===== src/logic/sram_ctl_cfg.svh =====
// Purpose: Timing constants and pin layout for the static memory controller.
// Assumes: 50 MHz clock, fastest speed grade of the memory.
// Notes:   Counts derive from nanosecond figures; least times round up.
`ifndef SRAM_CTL_CFG_SVH
`define SRAM_CTL_CFG_SVH

// Clock period in nanoseconds.
`define CLK_PERIOD_NS 20
// Least cycle time between successive accesses.
`define T_CYCLE_NS 10
// Least address set-up to the end of a write.
`define T_ADDR_TO_END_NS 8
// Least write data set-up to the end of a write.
`define T_DATA_TO_END_NS 5
// Least byte select set-up to the end of a write.
`define T_BYTE_TO_END_NS 7
// Longest chip select access time on a read.
`define T_CS_ACCESS_NS 10
// Longest output enable access time on a read.
`define T_OE_ACCESS_NS 5
// Longest bus release after output enable goes inactive.
`define T_OE_RELEASE_NS 5
// Cycle counts, rounded up, never below one.
`define CYC_UP(ns) ((((ns) + `CLK_PERIOD_NS - 1) / `CLK_PERIOD_NS) < 1 ? 1 : \
    (((ns) + `CLK_PERIOD_NS - 1) / `CLK_PERIOD_NS))
`define WR_PULSE_CYC `CYC_UP(`T_ADDR_TO_END_NS)
`define RD_WAIT_CYC `CYC_UP(`T_CS_ACCESS_NS)
`define TURN_CYC `CYC_UP(`T_OE_RELEASE_NS)
`define GAP_CYC `CYC_UP(`T_CYCLE_NS)
// Pin widths and timer count width.
`define ADDR_W 16
`define DATA_W 16
`define CNT_W 4
// Idle level of the active-low controls.
`define CTL_IDLE 1'h1

`endif


===== src/logic/sram_ctl_pkg.sv =====
// Purpose: Types for the static memory controller.
// Assumes: Constants live in sram_ctl_cfg.svh.
// Notes:   Holds only the sequencer state type.
package sram_ctl_pkg;
    // Sequencer states of one access.
    typedef enum logic [2:0] {
        ST_IDLE,
        ST_RD_ACCESS,
        ST_WR_PULSE,
        ST_TURN,
        ST_GAP
    } seq_state_t;
endpackage


===== src/logic/sram_cycle_timer.sv =====
// Purpose: Down counter that times each phase of an access.
// Assumes: Load and count are never asked in the same cycle as reset.
// Notes:   done_o is high while the count is zero.
`timescale 1ns/1ns
`include "sram_ctl_cfg.svh"
module sram_cycle_timer (
    input wire logic clk_i,
    input wire logic rst_n_i,
    input wire logic load_i,
    input wire logic [`CNT_W-1:0] value_i,
    output logic done_o
);
    // Remaining cycles of the current phase.
    logic [`CNT_W-1:0] count;

    // Load wins over counting so a phase never starts short.
    always_ff @(posedge clk_i or negedge rst_n_i) begin
        if (!rst_n_i) begin
            count <= '0;
        end else if (load_i) begin
            count <= value_i;
        end else if (count != '0) begin
            count <= count - 1'b1;
        end
    end

    // Zero count means the phase has run its least time.
    assign done_o = (count == '0);
endmodule


===== src/logic/sram_ctl.sv =====
// Purpose: Host controller driving an asynchronous 64K x 16 static memory.
// Assumes: Memory pins are sampled synchronously; fastest speed grade.
// Notes:   One access at a time; req_i is taken only while ready_o is high.
// Function
// [RULE_01] Memory data valid 10 ns after select.
// [RULE_02] Memory data valid 5 ns after enable.
// [RULE_03] Memory holds old data 3 ns.
// [RULE_04] Memory drives no sooner than 3 ns.
// [RULE_05] Memory releases 3 ns after deselect.
// [RULE_06] Memory releases 5 ns after disable.
// [RULE_07] Byte lane data valid within 5 ns.
// [RULE_08] Byte lane released within 5 ns.
// [RULE_09] Address stable 8 ns before write end.
// [RULE_10] Address held until write has ended.
// [RULE_11] Data valid 5 ns before write end.
// [RULE_12] Memory stops driving on write strobe.
// [RULE_13] Memory waits 1 ns after write.
// [RULE_14] Byte selects active 7 ns before end.
// [RULE_15] Write strobe high through every read.
// [RULE_16] Select and enable low through read.
// [RULE_17] Address valid before select falls; the code sets address and select on the same clock edge.
// [RULE_18] Memory captures data on rising strobe.
// [RULE_19] Memory drivers off unless reading.
// [RULE_20] Low select gates low byte lane.
// [RULE_21] Memory ignores controls while deselected.
// [RULE_22] Successive accesses spaced by cycle time.
`timescale 1ns/1ns
`include "sram_ctl_cfg.svh"
module sram_ctl (
    input wire logic clk_i,
    input wire logic rst_n_i,
    input wire logic req_i,
    input wire logic we_i,
    input wire logic [`ADDR_W-1:0] addr_i,
    input wire logic [`DATA_W-1:0] wdata_i,
    input wire logic [1:0] byte_en_i,
    output logic ready_o,
    output logic rvalid_o,
    output logic [`DATA_W-1:0] rdata_o,
    output logic [`ADDR_W-1:0] mem_addr_o,
    output logic chip_sel_n_o,
    output logic write_n_o,
    output logic out_en_n_o,
    output logic low_byte_sel_n_o,
    output logic high_byte_sel_n_o,
    input wire logic [`DATA_W-1:0] mem_data_i,
    output logic [`DATA_W-1:0] mem_data_o,
    output logic mem_data_oe_n_o
);
    // ------------------------------------------------------------------
    // Sequencer
    // ------------------------------------------------------------------
    // Current phase of the access.
    sram_ctl_pkg::seq_state_t state;
    // Phase about to be entered.
    sram_ctl_pkg::seq_state_t next_state;
    // High while the phase timer has expired.
    logic phase_done;
    // Pulse that reloads the phase timer.
    logic load;
    // Count loaded for the next phase.
    logic [`CNT_W-1:0] next_count;
    // Converts a cycle count to the timer width on purpose.
    function automatic logic [`CNT_W-1:0] cyc(input int n);
        cyc = n[`CNT_W-1:0];
    endfunction

    // Next phase and its timer load.
    always_comb begin
        next_state = state;
        load = 1'b0;
        next_count = '0;
        case (state)
            sram_ctl_pkg::ST_IDLE: begin
                if (req_i) begin
                    // Strobes fall on the same edge that the address settles.
                    next_state = we_i ? sram_ctl_pkg::ST_WR_PULSE
                                      : sram_ctl_pkg::ST_RD_ACCESS;
                    load = 1'b1;
                    next_count = we_i ? cyc(`WR_PULSE_CYC)
                                      : cyc(`RD_WAIT_CYC);
                end
            end
            sram_ctl_pkg::ST_RD_ACCESS: begin
                if (phase_done) begin
                    next_state = sram_ctl_pkg::ST_TURN;
                    load = 1'b1;
                    next_count = cyc(`TURN_CYC);
                end
            end
            sram_ctl_pkg::ST_WR_PULSE: begin
                if (phase_done) begin
                    next_state = sram_ctl_pkg::ST_GAP;
                    load = 1'b1;
                    next_count = cyc(`GAP_CYC);
                end
            end
            sram_ctl_pkg::ST_TURN: begin
                if (phase_done) begin
                    next_state = sram_ctl_pkg::ST_GAP;
                    load = 1'b1;
                    next_count = cyc(`GAP_CYC);
                end
            end
            sram_ctl_pkg::ST_GAP: begin
                // Idle gap keeps accesses a full cycle time apart.
                if (phase_done) begin
                    next_state = sram_ctl_pkg::ST_IDLE; // [RULE_22]
                end
            end
            default: begin
                next_state = sram_ctl_pkg::ST_IDLE;
            end
        endcase
    end

    // Phase register.
    always_ff @(posedge clk_i or negedge rst_n_i) begin
        if (!rst_n_i) begin
            state <= sram_ctl_pkg::ST_IDLE;
        end else begin
            state <= next_state;
        end
    end

    // Phase timer shared by every phase.
    sram_cycle_timer u_timer (
        .clk_i(clk_i),
        .rst_n_i(rst_n_i),
        .load_i(load),
        .value_i(next_count),
        .done_o(phase_done)
    );

    // Handshake is combinational so a request can follow idle at once.
    assign ready_o = (state == sram_ctl_pkg::ST_IDLE);

    // ------------------------------------------------------------------
    // Address, data and byte lanes
    // ------------------------------------------------------------------
    // Address, write data and lanes latch when a request is taken and
    // stay put until the gap ends, so the write ends with all of them
    // long settled and nothing moves while a strobe is low.
    always_ff @(posedge clk_i or negedge rst_n_i) begin
        if (!rst_n_i) begin
            mem_addr_o <= '0;
            mem_data_o <= '0;
            low_byte_sel_n_o <= `CTL_IDLE;
            high_byte_sel_n_o <= `CTL_IDLE;
        end else if (ready_o && req_i) begin
            mem_addr_o <= addr_i; // [RULE_09] [RULE_10] [RULE_17]
            mem_data_o <= wdata_i; // [RULE_11]
            low_byte_sel_n_o <= ~byte_en_i[0]; // [RULE_14] [RULE_20]
            high_byte_sel_n_o <= ~byte_en_i[1]; // [RULE_14] [RULE_20]
        end else if (state == sram_ctl_pkg::ST_IDLE) begin
            low_byte_sel_n_o <= `CTL_IDLE;
            high_byte_sel_n_o <= `CTL_IDLE;
        end
    end

    // ------------------------------------------------------------------
    // Strobes
    // ------------------------------------------------------------------
    // Strobes come from flip-flops so they never glitch on the pins.
    always_ff @(posedge clk_i or negedge rst_n_i) begin
        if (!rst_n_i) begin
            chip_sel_n_o <= `CTL_IDLE;
            write_n_o <= `CTL_IDLE;
            out_en_n_o <= `CTL_IDLE;
            mem_data_oe_n_o <= `CTL_IDLE;
        end else begin
            chip_sel_n_o <= !(next_state == sram_ctl_pkg::ST_RD_ACCESS ||
                              next_state == sram_ctl_pkg::ST_WR_PULSE);
            // Write strobe only in the write phase, never in a read.
            write_n_o <=
                !(next_state == sram_ctl_pkg::ST_WR_PULSE); // [RULE_15]
            out_en_n_o <=
                !(next_state == sram_ctl_pkg::ST_RD_ACCESS); // [RULE_16]
            // Host drives the bus only while the strobe is low; the
            // turnaround phase after a read lets the memory let go first.
            mem_data_oe_n_o <=
                !(next_state == sram_ctl_pkg::ST_WR_PULSE); // [RULE_12]
        end
    end

    // ------------------------------------------------------------------
    // Read capture
    // ------------------------------------------------------------------
    // Data is sampled at the end of the access wait, well after the
    // longest access time, while select and enable are still low.
    always_ff @(posedge clk_i or negedge rst_n_i) begin
        if (!rst_n_i) begin
            rdata_o <= '0;
            rvalid_o <= 1'b0;
        end else begin
            rvalid_o <= 1'b0;
            if (state == sram_ctl_pkg::ST_RD_ACCESS && phase_done) begin
                rdata_o <= mem_data_i; // [RULE_01] [RULE_02] [RULE_07]
                rvalid_o <= 1'b1;
            end
        end
    end
endmodule


===== config.mk =====
export PLATFORM = sky130hd
export DESIGN_NAME = sram_ctl
export DESIGN_NICKNAME = d
export VERILOG_FILES = /design/src/logic/sram_ctl_pkg.sv /design/src/logic/sram_cycle_timer.sv /design/src/logic/sram_ctl.sv
export VERILOG_INCLUDE_DIRS = /design/src /design/src/logic
export SDC_FILE = /design/constraint.sdc
export NUM_CORES = 1
export LEC_CHECK = 0
export BUFFER_PORTS_ARGS = -buffer_cell sky130_fd_sc_hd__buf_2
export CORE_MARGIN = 3
export CORE_UTILIZATION = 39
export CTS_BUF_LIST = sky130_fd_sc_hd__clkbuf_2
export DETAILED_ROUTE_END_ITERATION = 6
export GPL_TIMING_DRIVEN = 0
export PLACE_DENSITY = 0.68
export RECOVER_POWER = 50
export SYNTH_ARGS = -nofsm -noshare
export SYNTH_HDL_FRONTEND = slang
export SYNTH_SLANG_ARGS = --single-unit

===== constraint.sdc =====
create_clock -name clk_i -period 2.55 [get_ports clk_i]
set_clock_uncertainty 0.2 [all_clocks]
set_input_delay 0.255 -clock clk_i [delete_from_list [all_inputs] [get_ports clk_i]]
set_output_delay 0.255 -clock clk_i [all_outputs]
set_load 0.01 [all_outputs]

# Word-level counts from Yosys, hierarchy flattened
# Index checks and enable logic that the tools add are counted.
[classes]
add_sub_neg = 1
multipliers = 0
div = 0
order_cmp = 0
eq_ne = 6
n_shift = 0
n_mux = 18
n_bitwise = 2
n_reduce_logical = 13
[op_table]
columns = ["cell", "count"]
rows = [
  ["$mux W3", 4],
  ["$pmux W3 S4", 1],
  ["$eq A3 B2 Y1 const B", 3],
  ["$mux W1", 8],
  ["$mux W4", 2],
  ["$eq A3 B1 Y1 const B", 2],
  ["$logic_not A4 Y1", 1],
  ["$pmux W1 S2", 2],
  ["$reduce_bool A2 Y1", 2],
  ["$reduce_bool A4 Y1", 1],
  ["$sub A4 B1 Y4 const B", 1],
  ["$eq A3 B3 Y1 const B", 1],
  ["$logic_not A1 Y1", 3],
  ["$logic_not A3 Y1", 1],
  ["$reduce_or A3 Y1", 1],
  ["$logic_and A1 B1 Y1", 2],
  ["$mux W2", 1],
  ["$not A1 Y1", 2],
  ["$reduce_or A2 Y1", 1],
  ["$logic_or A1 B1 Y1", 1],
]
[word_totals]
register_bits = 61
latchBits = 0
ramBits = 0
romBits = 0
in_bits = 54
out_inout_bits = 56
wordCells = 51
memories = 0

# Depth between registers and ports, before layout
# Gate-level depths: netlist of run 1.
[depth]
ltp_word = 6
mapped_depth = 6
ltp_nobuf = 5

# Hierarchy
# Synthesis of run 1 repeated with hierarchy kept, for this count alone.
[hier_totals]
hier_cells = 167
area_unflattened_um2 = 2631.3
[by_module_without_submodules]
columns = ["mod", "n_inst", "cells_per_inst", "area_per_inst_um2", "seq_area_each_um2"]
rows = [
  ["sram_ctl", 1, 145, 2397.3, 1432.6],
  ["sram_cycle_timer", 1, 22, 234.0, 100.1],
]

# Worst setup path before layout of run 1
# Ideal clock, no wire load.
[synth_timing]
path_type = "register -> register"
startpoint = "reg u_timer.count[0]"
endpoint = "reg rdata_o[10]"
setup_time_ns = 0.125
arrival_ns = 1.588
t_required_ns = 2.225
path_slack_ns = 0.637
stages_incl_launch_ff = 7
n_path_buf = 1
period_less_slack_ns = 1.913
cell_sequence = "dfrtp_1 inv_1 ha_1 nor3b_4 nand3_4 buf_6 mux2_4"
[synth_between]
elab_chain_cells = 2
[synth_lines]
columns = ["element", "line", "text"]
rows = [
  ["from (decl)", "sram_cycle_timer.sv:14", "logic [`CNT_W-1:0] count;"],
  ["from (signal assigned)", "sram_cycle_timer.sv:21", "count <= value_i;"],
  ["from (signal assigned)", "sram_cycle_timer.sv:23", "count <= count - 1'b1;"],
  ["$logic_not A4 Y1", "sram_cycle_timer.sv:28", "assign done_o = (count == '0);"],
  ["$logic_and A1 B1 Y1", "sram_ctl.sv:197", "if (state == sram_ctl_pkg::ST_RD_ACCESS && phase_done) begin"],
  ["to (signal assigned)", "sram_ctl.sv:198", "rdata_o <= mem_data_i;"],
  ["to (decl)", "sram_ctl.sv:39", "output logic [`DATA_W-1:0] rdata_o,"],
]
# Every way passes these cells.
# A chain may end at the register's enable or synchronous reset.

# Final worst setup path of run 1
[layout_timing]
startpoint = "reg state[1]"
endpoint = "out ready_o"
[layout_between]
elab_chain_cells = 1
[layout_lines]
columns = ["element", "line", "text"]
rows = [
  ["from (decl)", "sram_ctl.sv:54", "sram_ctl_pkg::seq_state_t state;"],
  ["from (signal assigned)", "sram_ctl.sv:120", "state <= sram_ctl_pkg::ST_IDLE;"],
  ["from (signal assigned)", "sram_ctl.sv:122", "state <= next_state;"],
  ["$logic_not A3 Y1", "sram_ctl.sv:136", "assign ready_o = (state == sram_ctl_pkg::ST_IDLE);"],
  ["to (decl)", "sram_ctl.sv:37", "output logic ready_o,"],
]
# Every way passes these cells.

==> qor.yml, run 1 <==
status:
  status: "complete, no violations"
worst_setup_path:
  cp_cell_sequence: "clkbuf_1 > nor3_1 > buf_2"
  crit_family: "flip-flops"
  worst_r2r_path_depth: 6
  path_max_fanout: 10
  rr_startpoint: "u_timer.count[0]"
  cpPeakStageDelay_ps: 450
  startpoint_type: "flop"
  required_ps: 2100
  cp.arrival_ps: 1780
  cp_slowest_cell: "dfrtp_1"
  end_kind: "primary output"
  timing.rr.end: "rdata_o[5]"
  path_class: "reg -> out"
  rrSetupSlack_ps: 440
  path_depth: 3
  path_buf_inv: 2
final_layout:
  drive_above_1_share: 0.480
  ff_latch_area_um2: 1530
  diodes: 0
  nFillCells: 511
  num-nets-final: 394
  post-route-util: 0.622
  areaGrowthSynthToFinish_pct: 51.5
  multi_input_area_um2: 868
worst_hold_path:
  hold_class: "in -> reg"
  holdPathStages: 3
  hold_end: "high_byte_sel_n_o"
  hp-start: "byte_en_i[1]"
global_route:
  grt_pass1_vias: 2075
  antenna_found_initial: 0
  grt_pass1_wl_mm: 9.57
  grt_usage: 0.166
  gr-total-overflow: 0
  grt_max_degree: 62
die:
  fp.dieW_um: 85.6
  io_pins: 110
  rows: 28
  die_h_um: 85.6
  core_area_um2: 6030
  start_util: 0.411
  die-area_um2: 7330
power:
  powerDensity_nw_per_um2: 1070
  leakage_nw: 1.79
  total_power_mw: 3.99
  irDropWorstVdd_mv: 0.626
clock_network:
  h-tree-depth: 3
  clock_latency_ps: 440
  cts_buffers: 9
  ctsResizeCount: 0
  post-cts-setup-buffer-count: 0
  cts_max_path_buffers: 2
  cts-root-buf: "clkbuf_2"
  clk_pin_slew_worst_paths_ps: 160
  cts_tree: "built"
  clock_sinks: 61
timing:
  setup_tns_ps: 0
  max_freq_mhz: 448
  timing.final.crit_share: 0.875
  maxSlewViolCount: 0
  setup_viol: 0
  rsz0062_at_grt: "no"
  maxSlewHeadroom: 0.0192
  fin_crit_ps: 2230
  worstMarginPinSlew_ps: 1470
  hold_viol_final: 0
  layout_setup_ws_ps: 320
synthesis:
  synth_top_flop_cell: "dfrtp_1"
  synth_edf_count: 0
  synth_area_leaders: "dfrtp_1, mux2_2, mux2_4"
  ys_ff_latch: 61
  syn_area_um2: 2470
  yosysTopAreaCellShare: 0.567
  syn_inst: 165
  yosysWarningCount: 0
  synth_area_per_cell_um2: 15.0
  synth_commonest_cells: "dfrtp_1, mux2_2, mux2_4"
  synth_fp_nets: 220
  yosys.area.top_type: "dfrtp_1"
  async_flop_share: 1.00
  seq_area_frac_synth: 0.620
  yosysMostFrequentCell: "dfrtp_1"
  synth_cell_types: 32
job:
  maxCapViolCount: 0
detailed_routing:
  drtIter0Drc: 57
  final_antenna_net_count: 0
  route.detailed.drc: 0
  firstDrtPassIters: 5
  viasPerCell: 4.61
  wl_per_cell_um: 13.8
  drt_wl_total_mm: 5.80
  vias: 1932
place:
  portBuffers: 109
  place_ws_ps: 440
  gp_congestion: 0.727
  dpl.hpwl_mm: 3.44
-- layer usage --
layer  GRT usage  vias to the layer above  part of all wire
li1            -                      923                 -
met1       0.193                      935              0.41
met2       0.294                       68              0.52
met3      0.0365                        6             0.062
met4      0.0734                        0             0.010
met5           0                        -                 0
-- state kept, by name, summed over array words and instances (netlist names) --
signal and count:
mem_addr_o 16, mem_data_o 16, rdata_o 16, u_timer.count 4, state 3, chip_sel_n_o 1
high_byte_sel_n_o 1, low_byte_sel_n_o 1, mem_data_oe_n_o 1, out_en_n_o 1, rvalid_o 1
-- area by class of cell --
class / instances / share of cell area
flip-flops and latches: 61 / 0.409
repair buffers: 163 / 0.280
multi-input cells: 91 / 0.232
well taps: 75 / 0.0250
clock inverters: 5 / 0.0200
plain buffers: 10 / 0.0164
clock buffers: 11 / 0.0147
inverters: 3 / 0.00300
-- cell usage in the layout, fill, tap and decap left out --
cell | synthesis | layout
inv_1 | 3 | 3
dfstp_2 | 5 | 5
nor4b_2 | 1 | 1
xor2_1 | 1 | 1
bufinv_16 | 0 | 2
a22oi_1 | 1 | 1
dlygate4sd3_1 | 0 | 54
or3b_2 | 2 | 2
or2_2 | 1 | 1
buf_4 | 3 | 3
nor3b_4 | 1 | 1
and3_1 | 1 | 1
clkinv_2 | 0 | 3
nor2_1 | 5 | 5
o21bai_1 | 1 | 1
buf_6 | 1 | 1
nor2b_1 | 1 | 1
nand3_4 | 1 | 1
clkbuf_2 | 0 | 12
a21oi_1 | 4 | 4
dfrtp_1 | 56 | 56
nand3_1 | 2 | 2
ha_1 | 1 | 1
clkbuf_1 | 2 | 30
mux2_2 | 39 | 39
nor3_1 | 5 | 5
o21ba_2 | 1 | 1
nand2_1 | 5 | 5
xnor2_1 | 2 | 2
nand3b_1 | 2 | 2
buf_2 | 4 | 84
o21ai_0 | 1 | 1
a211o_1 | 2 | 2
mux2_4 | 9 | 9
nor4_1 | 1 | 1
a31oi_1 | 1 | 1
-- timing repair --
item,CTS,global route
endpoints found under the setup margin,0,0
hold buffers,54,0
hold endpoints to repair,110,0
-- report_power, final --
group          switching, mW  internal [mW]
sequential             0.243           1.45
combinational          0.771          0.867
clock                  0.333          0.329
-- stage by stage --
step,cell area (um2),hold slack (ps),std cells
finish,3750,276,419
global route,3750,244,419
CTS,3780,216,419
detailed placement,3110,196,349
global placement,3110,189,349
floorplan,2470,-241,165
-- logic make-up after synthesis --
| logic type | after synthesis | synth area share |
|---|---|---|
| multiplexers | 48 | 0.232 |
| adder cells (fa/ha/maj) | 1 | 0.00506 |
| XOR/XNOR | 3 | 0.0106 |
| buffers and inverters | 13 | 0.0293 |
| AND/OR/NAND/NOR | 28 | 0.0733 |
| flip-flops | 61 | 0.620 |
| AO/OA/AOI/OAI | 11 | 0.0298 |
-- worst reg2reg max path, delay by kind of cell (launching register included) --
family,cells,cell delay (ps)
adders and majority gates,1,200
DFF,1,430
muxes,1,300
buffers and inverters,2,300
and+or+nand+nor,2,620
-- how the worst max path moves through the flow --
stage | start | end | slack [ps]
2_1_floorplan | u_timer.count[0] | rdata_o[10] | 640
3_3_place_gp | u_timer.count[0] | rdata_o[9] | 460
3_5_place_dp | u_timer.count[0] | rdata_o[3] | 440
4_1_cts | state[1] | ready_o | 290
5_1_grt | state[1] | ready_o | 140
6_report | state[1] | ready_o | 320
Power figures use the tool's default switching activity.
==> run 2, diff against run 1 <==
- CORE_MARGIN: 3 -> default
==> run 2 against run 1 <==
  * First-iteration DRC count is 49% lower
  * Combinational power hardly changed
  * Non-clock buffer count stayed put
  * Core utilization is 0.083 points lower
  * Sequential share of layout area is 0.055 points higher
  * Power is 0.91% lower
  * Critical path depth stayed put
  * Worst setup slack better by 85 ps
  * Global-route usage is 1.5 points higher
  * Critical endpoint unchanged
==> qor.yml, run 2 (synthesis gave the netlist of run 1 again) <==
status:
  status: "complete, no violations"
worst_setup_path:
  critical_path.endpoint: "ready_o"
  cp_cell_sequence: "clkbuf_1 > nor3_1 > buf_2"
  path_class: "reg -> out"
  rrSetupSlack_ps: 440
  critPathLaunch: "state[1]"
  cp.arrival_ps: 1690
  cpPeakStageDelay_ps: 450
  worst_r2r_path_depth: 6
  cp_slowest_cell: "dfrtp_1"
  crit_family: "flip-flops"
  path_depth: 3
  timing.rr.end: "rdata_o[8]"
  end_kind: "primary output"
  startpoint_type: "flop"
  path_max_fanout: 10
  path_buf_inv: 2
  required_ps: 2100
  rr_startpoint: "u_timer.count[0]"
die:
  start_util: 0.411
  die_h_um: 81.6
  rows: 28
  die-area_um2: 6670
  fp.dieW_um: 81.6
  io_pins: 110
  core_area_um2: 6030
global_route:
  antenna_found_initial: 0
  grt_max_degree: 62
  gr-total-overflow: 0
  grt_pass1_vias: 1926
  grt_pass1_wl_mm: 8.65
  grt_usage: 0.181
timing:
  max_freq_mhz: 466
  maxSlewViolCount: 0
  setup_viol: 0
  rsz0062_at_grt: "no"
  layout_setup_ws_ps: 405
  worstMarginPinSlew_ps: 1430
  hold_viol_final: 0
  whs_ps: 271
  fin_crit_ps: 2150
  setup_tns_ps: 0
  maxSlewHeadroom: 0.0471
  timing.final.crit_share: 0.841
final_layout:
  final_common_cell: "buf_2"
  areaGrowthSynthToFinish_pct: 51.3
  drive_above_1_share: 0.468
  mostFrequentLayoutCells: "buf_2, dfrtp_1, dlygate4sd3_1"
  post-route-util: 0.621
  stdcell_count: 419
  reg.largest.list: "mem_addr_o: 16 flops, mem_data_o: 16 flops, rdata_o: 16 flops"
  fin_area_um2: 3740
  diodes: 0
  num-nets-final: 394
place:
  dpl.hpwl_mm: 3.23
  portBuffers: 109
  gp_congestion: 0.710
  postPlaceCellArea_um2: 3110
  place_ws_ps: 436
  dp.cells: 349
power:
  total_power_mw: 3.96
  powerDensity_nw_per_um2: 1060
  leakage_nw: 1.78
  p_seq_frac: 0.429
  switching_share: 0.335
  p_int_mw: 2.63
  switchingPower_mw: 1.33
  irDropWorstVdd_mv: 0.649
  p_clk_frac: 0.161
  combPwrFrac: 0.410
detailed_routing:
  drtIter0Drc: 29
  final_antenna_net_count: 0
  vias: 1906
  wl_per_cell_um: 13.2
  route.detailed.drc: 0
  firstDrtPassIters: 4
  drt_wl_total_mm: 5.54
  viasPerCell: 4.55
clock_network:
  clk_pin_slew_worst_paths_ps: 160
  cts_buffers: 9
  cts-root-buf: "clkbuf_2"
  h-tree-depth: 3
  cts_tree: "built"
  cts_max_path_buffers: 2
  clock_latency_ps: 440
  clock_sinks: 61
worst_hold_path:
  hold_class: "in -> reg"
job:
  maxCapViolCount: 0
[run 2: changes by cell type in the layout (fill, tap and decap cells not counted)]
cell	previous run	this run
clkbuf_2	12	10
clkinv_1	0	4
clkinv_2	3	1
[run 2: worst register-to-register path, stage by stage, from the launching register on]
cell and delay, ps:
dfrtp_1 420, inv_1 80, ha_1 200, nor3b_4 420
nand3_4 200, buf_6 210, mux2_4 310
[run 2: worst min path at each step]
stage | slack [ps] | depth (start not counted) | end | startpoint
after detailed placement | 190 | 2 | low_byte_sel_n_o | byte_en_i[0]
after CTS | 220 | 3 | high_byte_sel_n_o | byte_en_i[1]
after floorplan | -240 | 0 | mem_addr_o[0] | rst_n_i
after global routing | 200 | 3 | high_byte_sel_n_o | byte_en_i[1]
after global placement | 190 | 2 | low_byte_sel_n_o | byte_en_i[0]
final | 270 | 3 | high_byte_sel_n_o | byte_en_i[1]
[run 2: power by group through the flow]
stage	sequential (mW)	clock, mW	combinational (mW)
global route	1.76	0.721	1.79
floorplan	1.91	0	0.806
CTS	1.69	0.662	1.69
global placement	1.69	0	1.59
detailed placement	1.71	0	1.63
finish	1.70	0.639	1.62
[run 2: repair_timing]
action	CTS	global route
resized for setup	0	0
setup buffers	0	0
setup endpoints to repair	0	0
hold endpoints to repair	110	0
hold buffers	54	0
[run 2: cell type report]
class | count | area [um2]
buffer | 10 | 61.3
clock buffer | 9 | 45.0
clock inverter | 7 | 80.1
fill | 530 | 2280
inverter | 3 | 11.3
multi-input combinational | 91 | 868
sequential | 61 | 1530
tap | 75 | 93.8
timing repair buffer | 163 | 1050
[run 2: metal layers]
layer  GRT usage  part of all wire  vias to the layer above
li1            -                 -                      923
met2       0.316              0.54                       69
met1       0.194              0.39                      904
met4      0.0895             0.017                        0
met5           0                 0                        -
met3      0.0622             0.055                       10
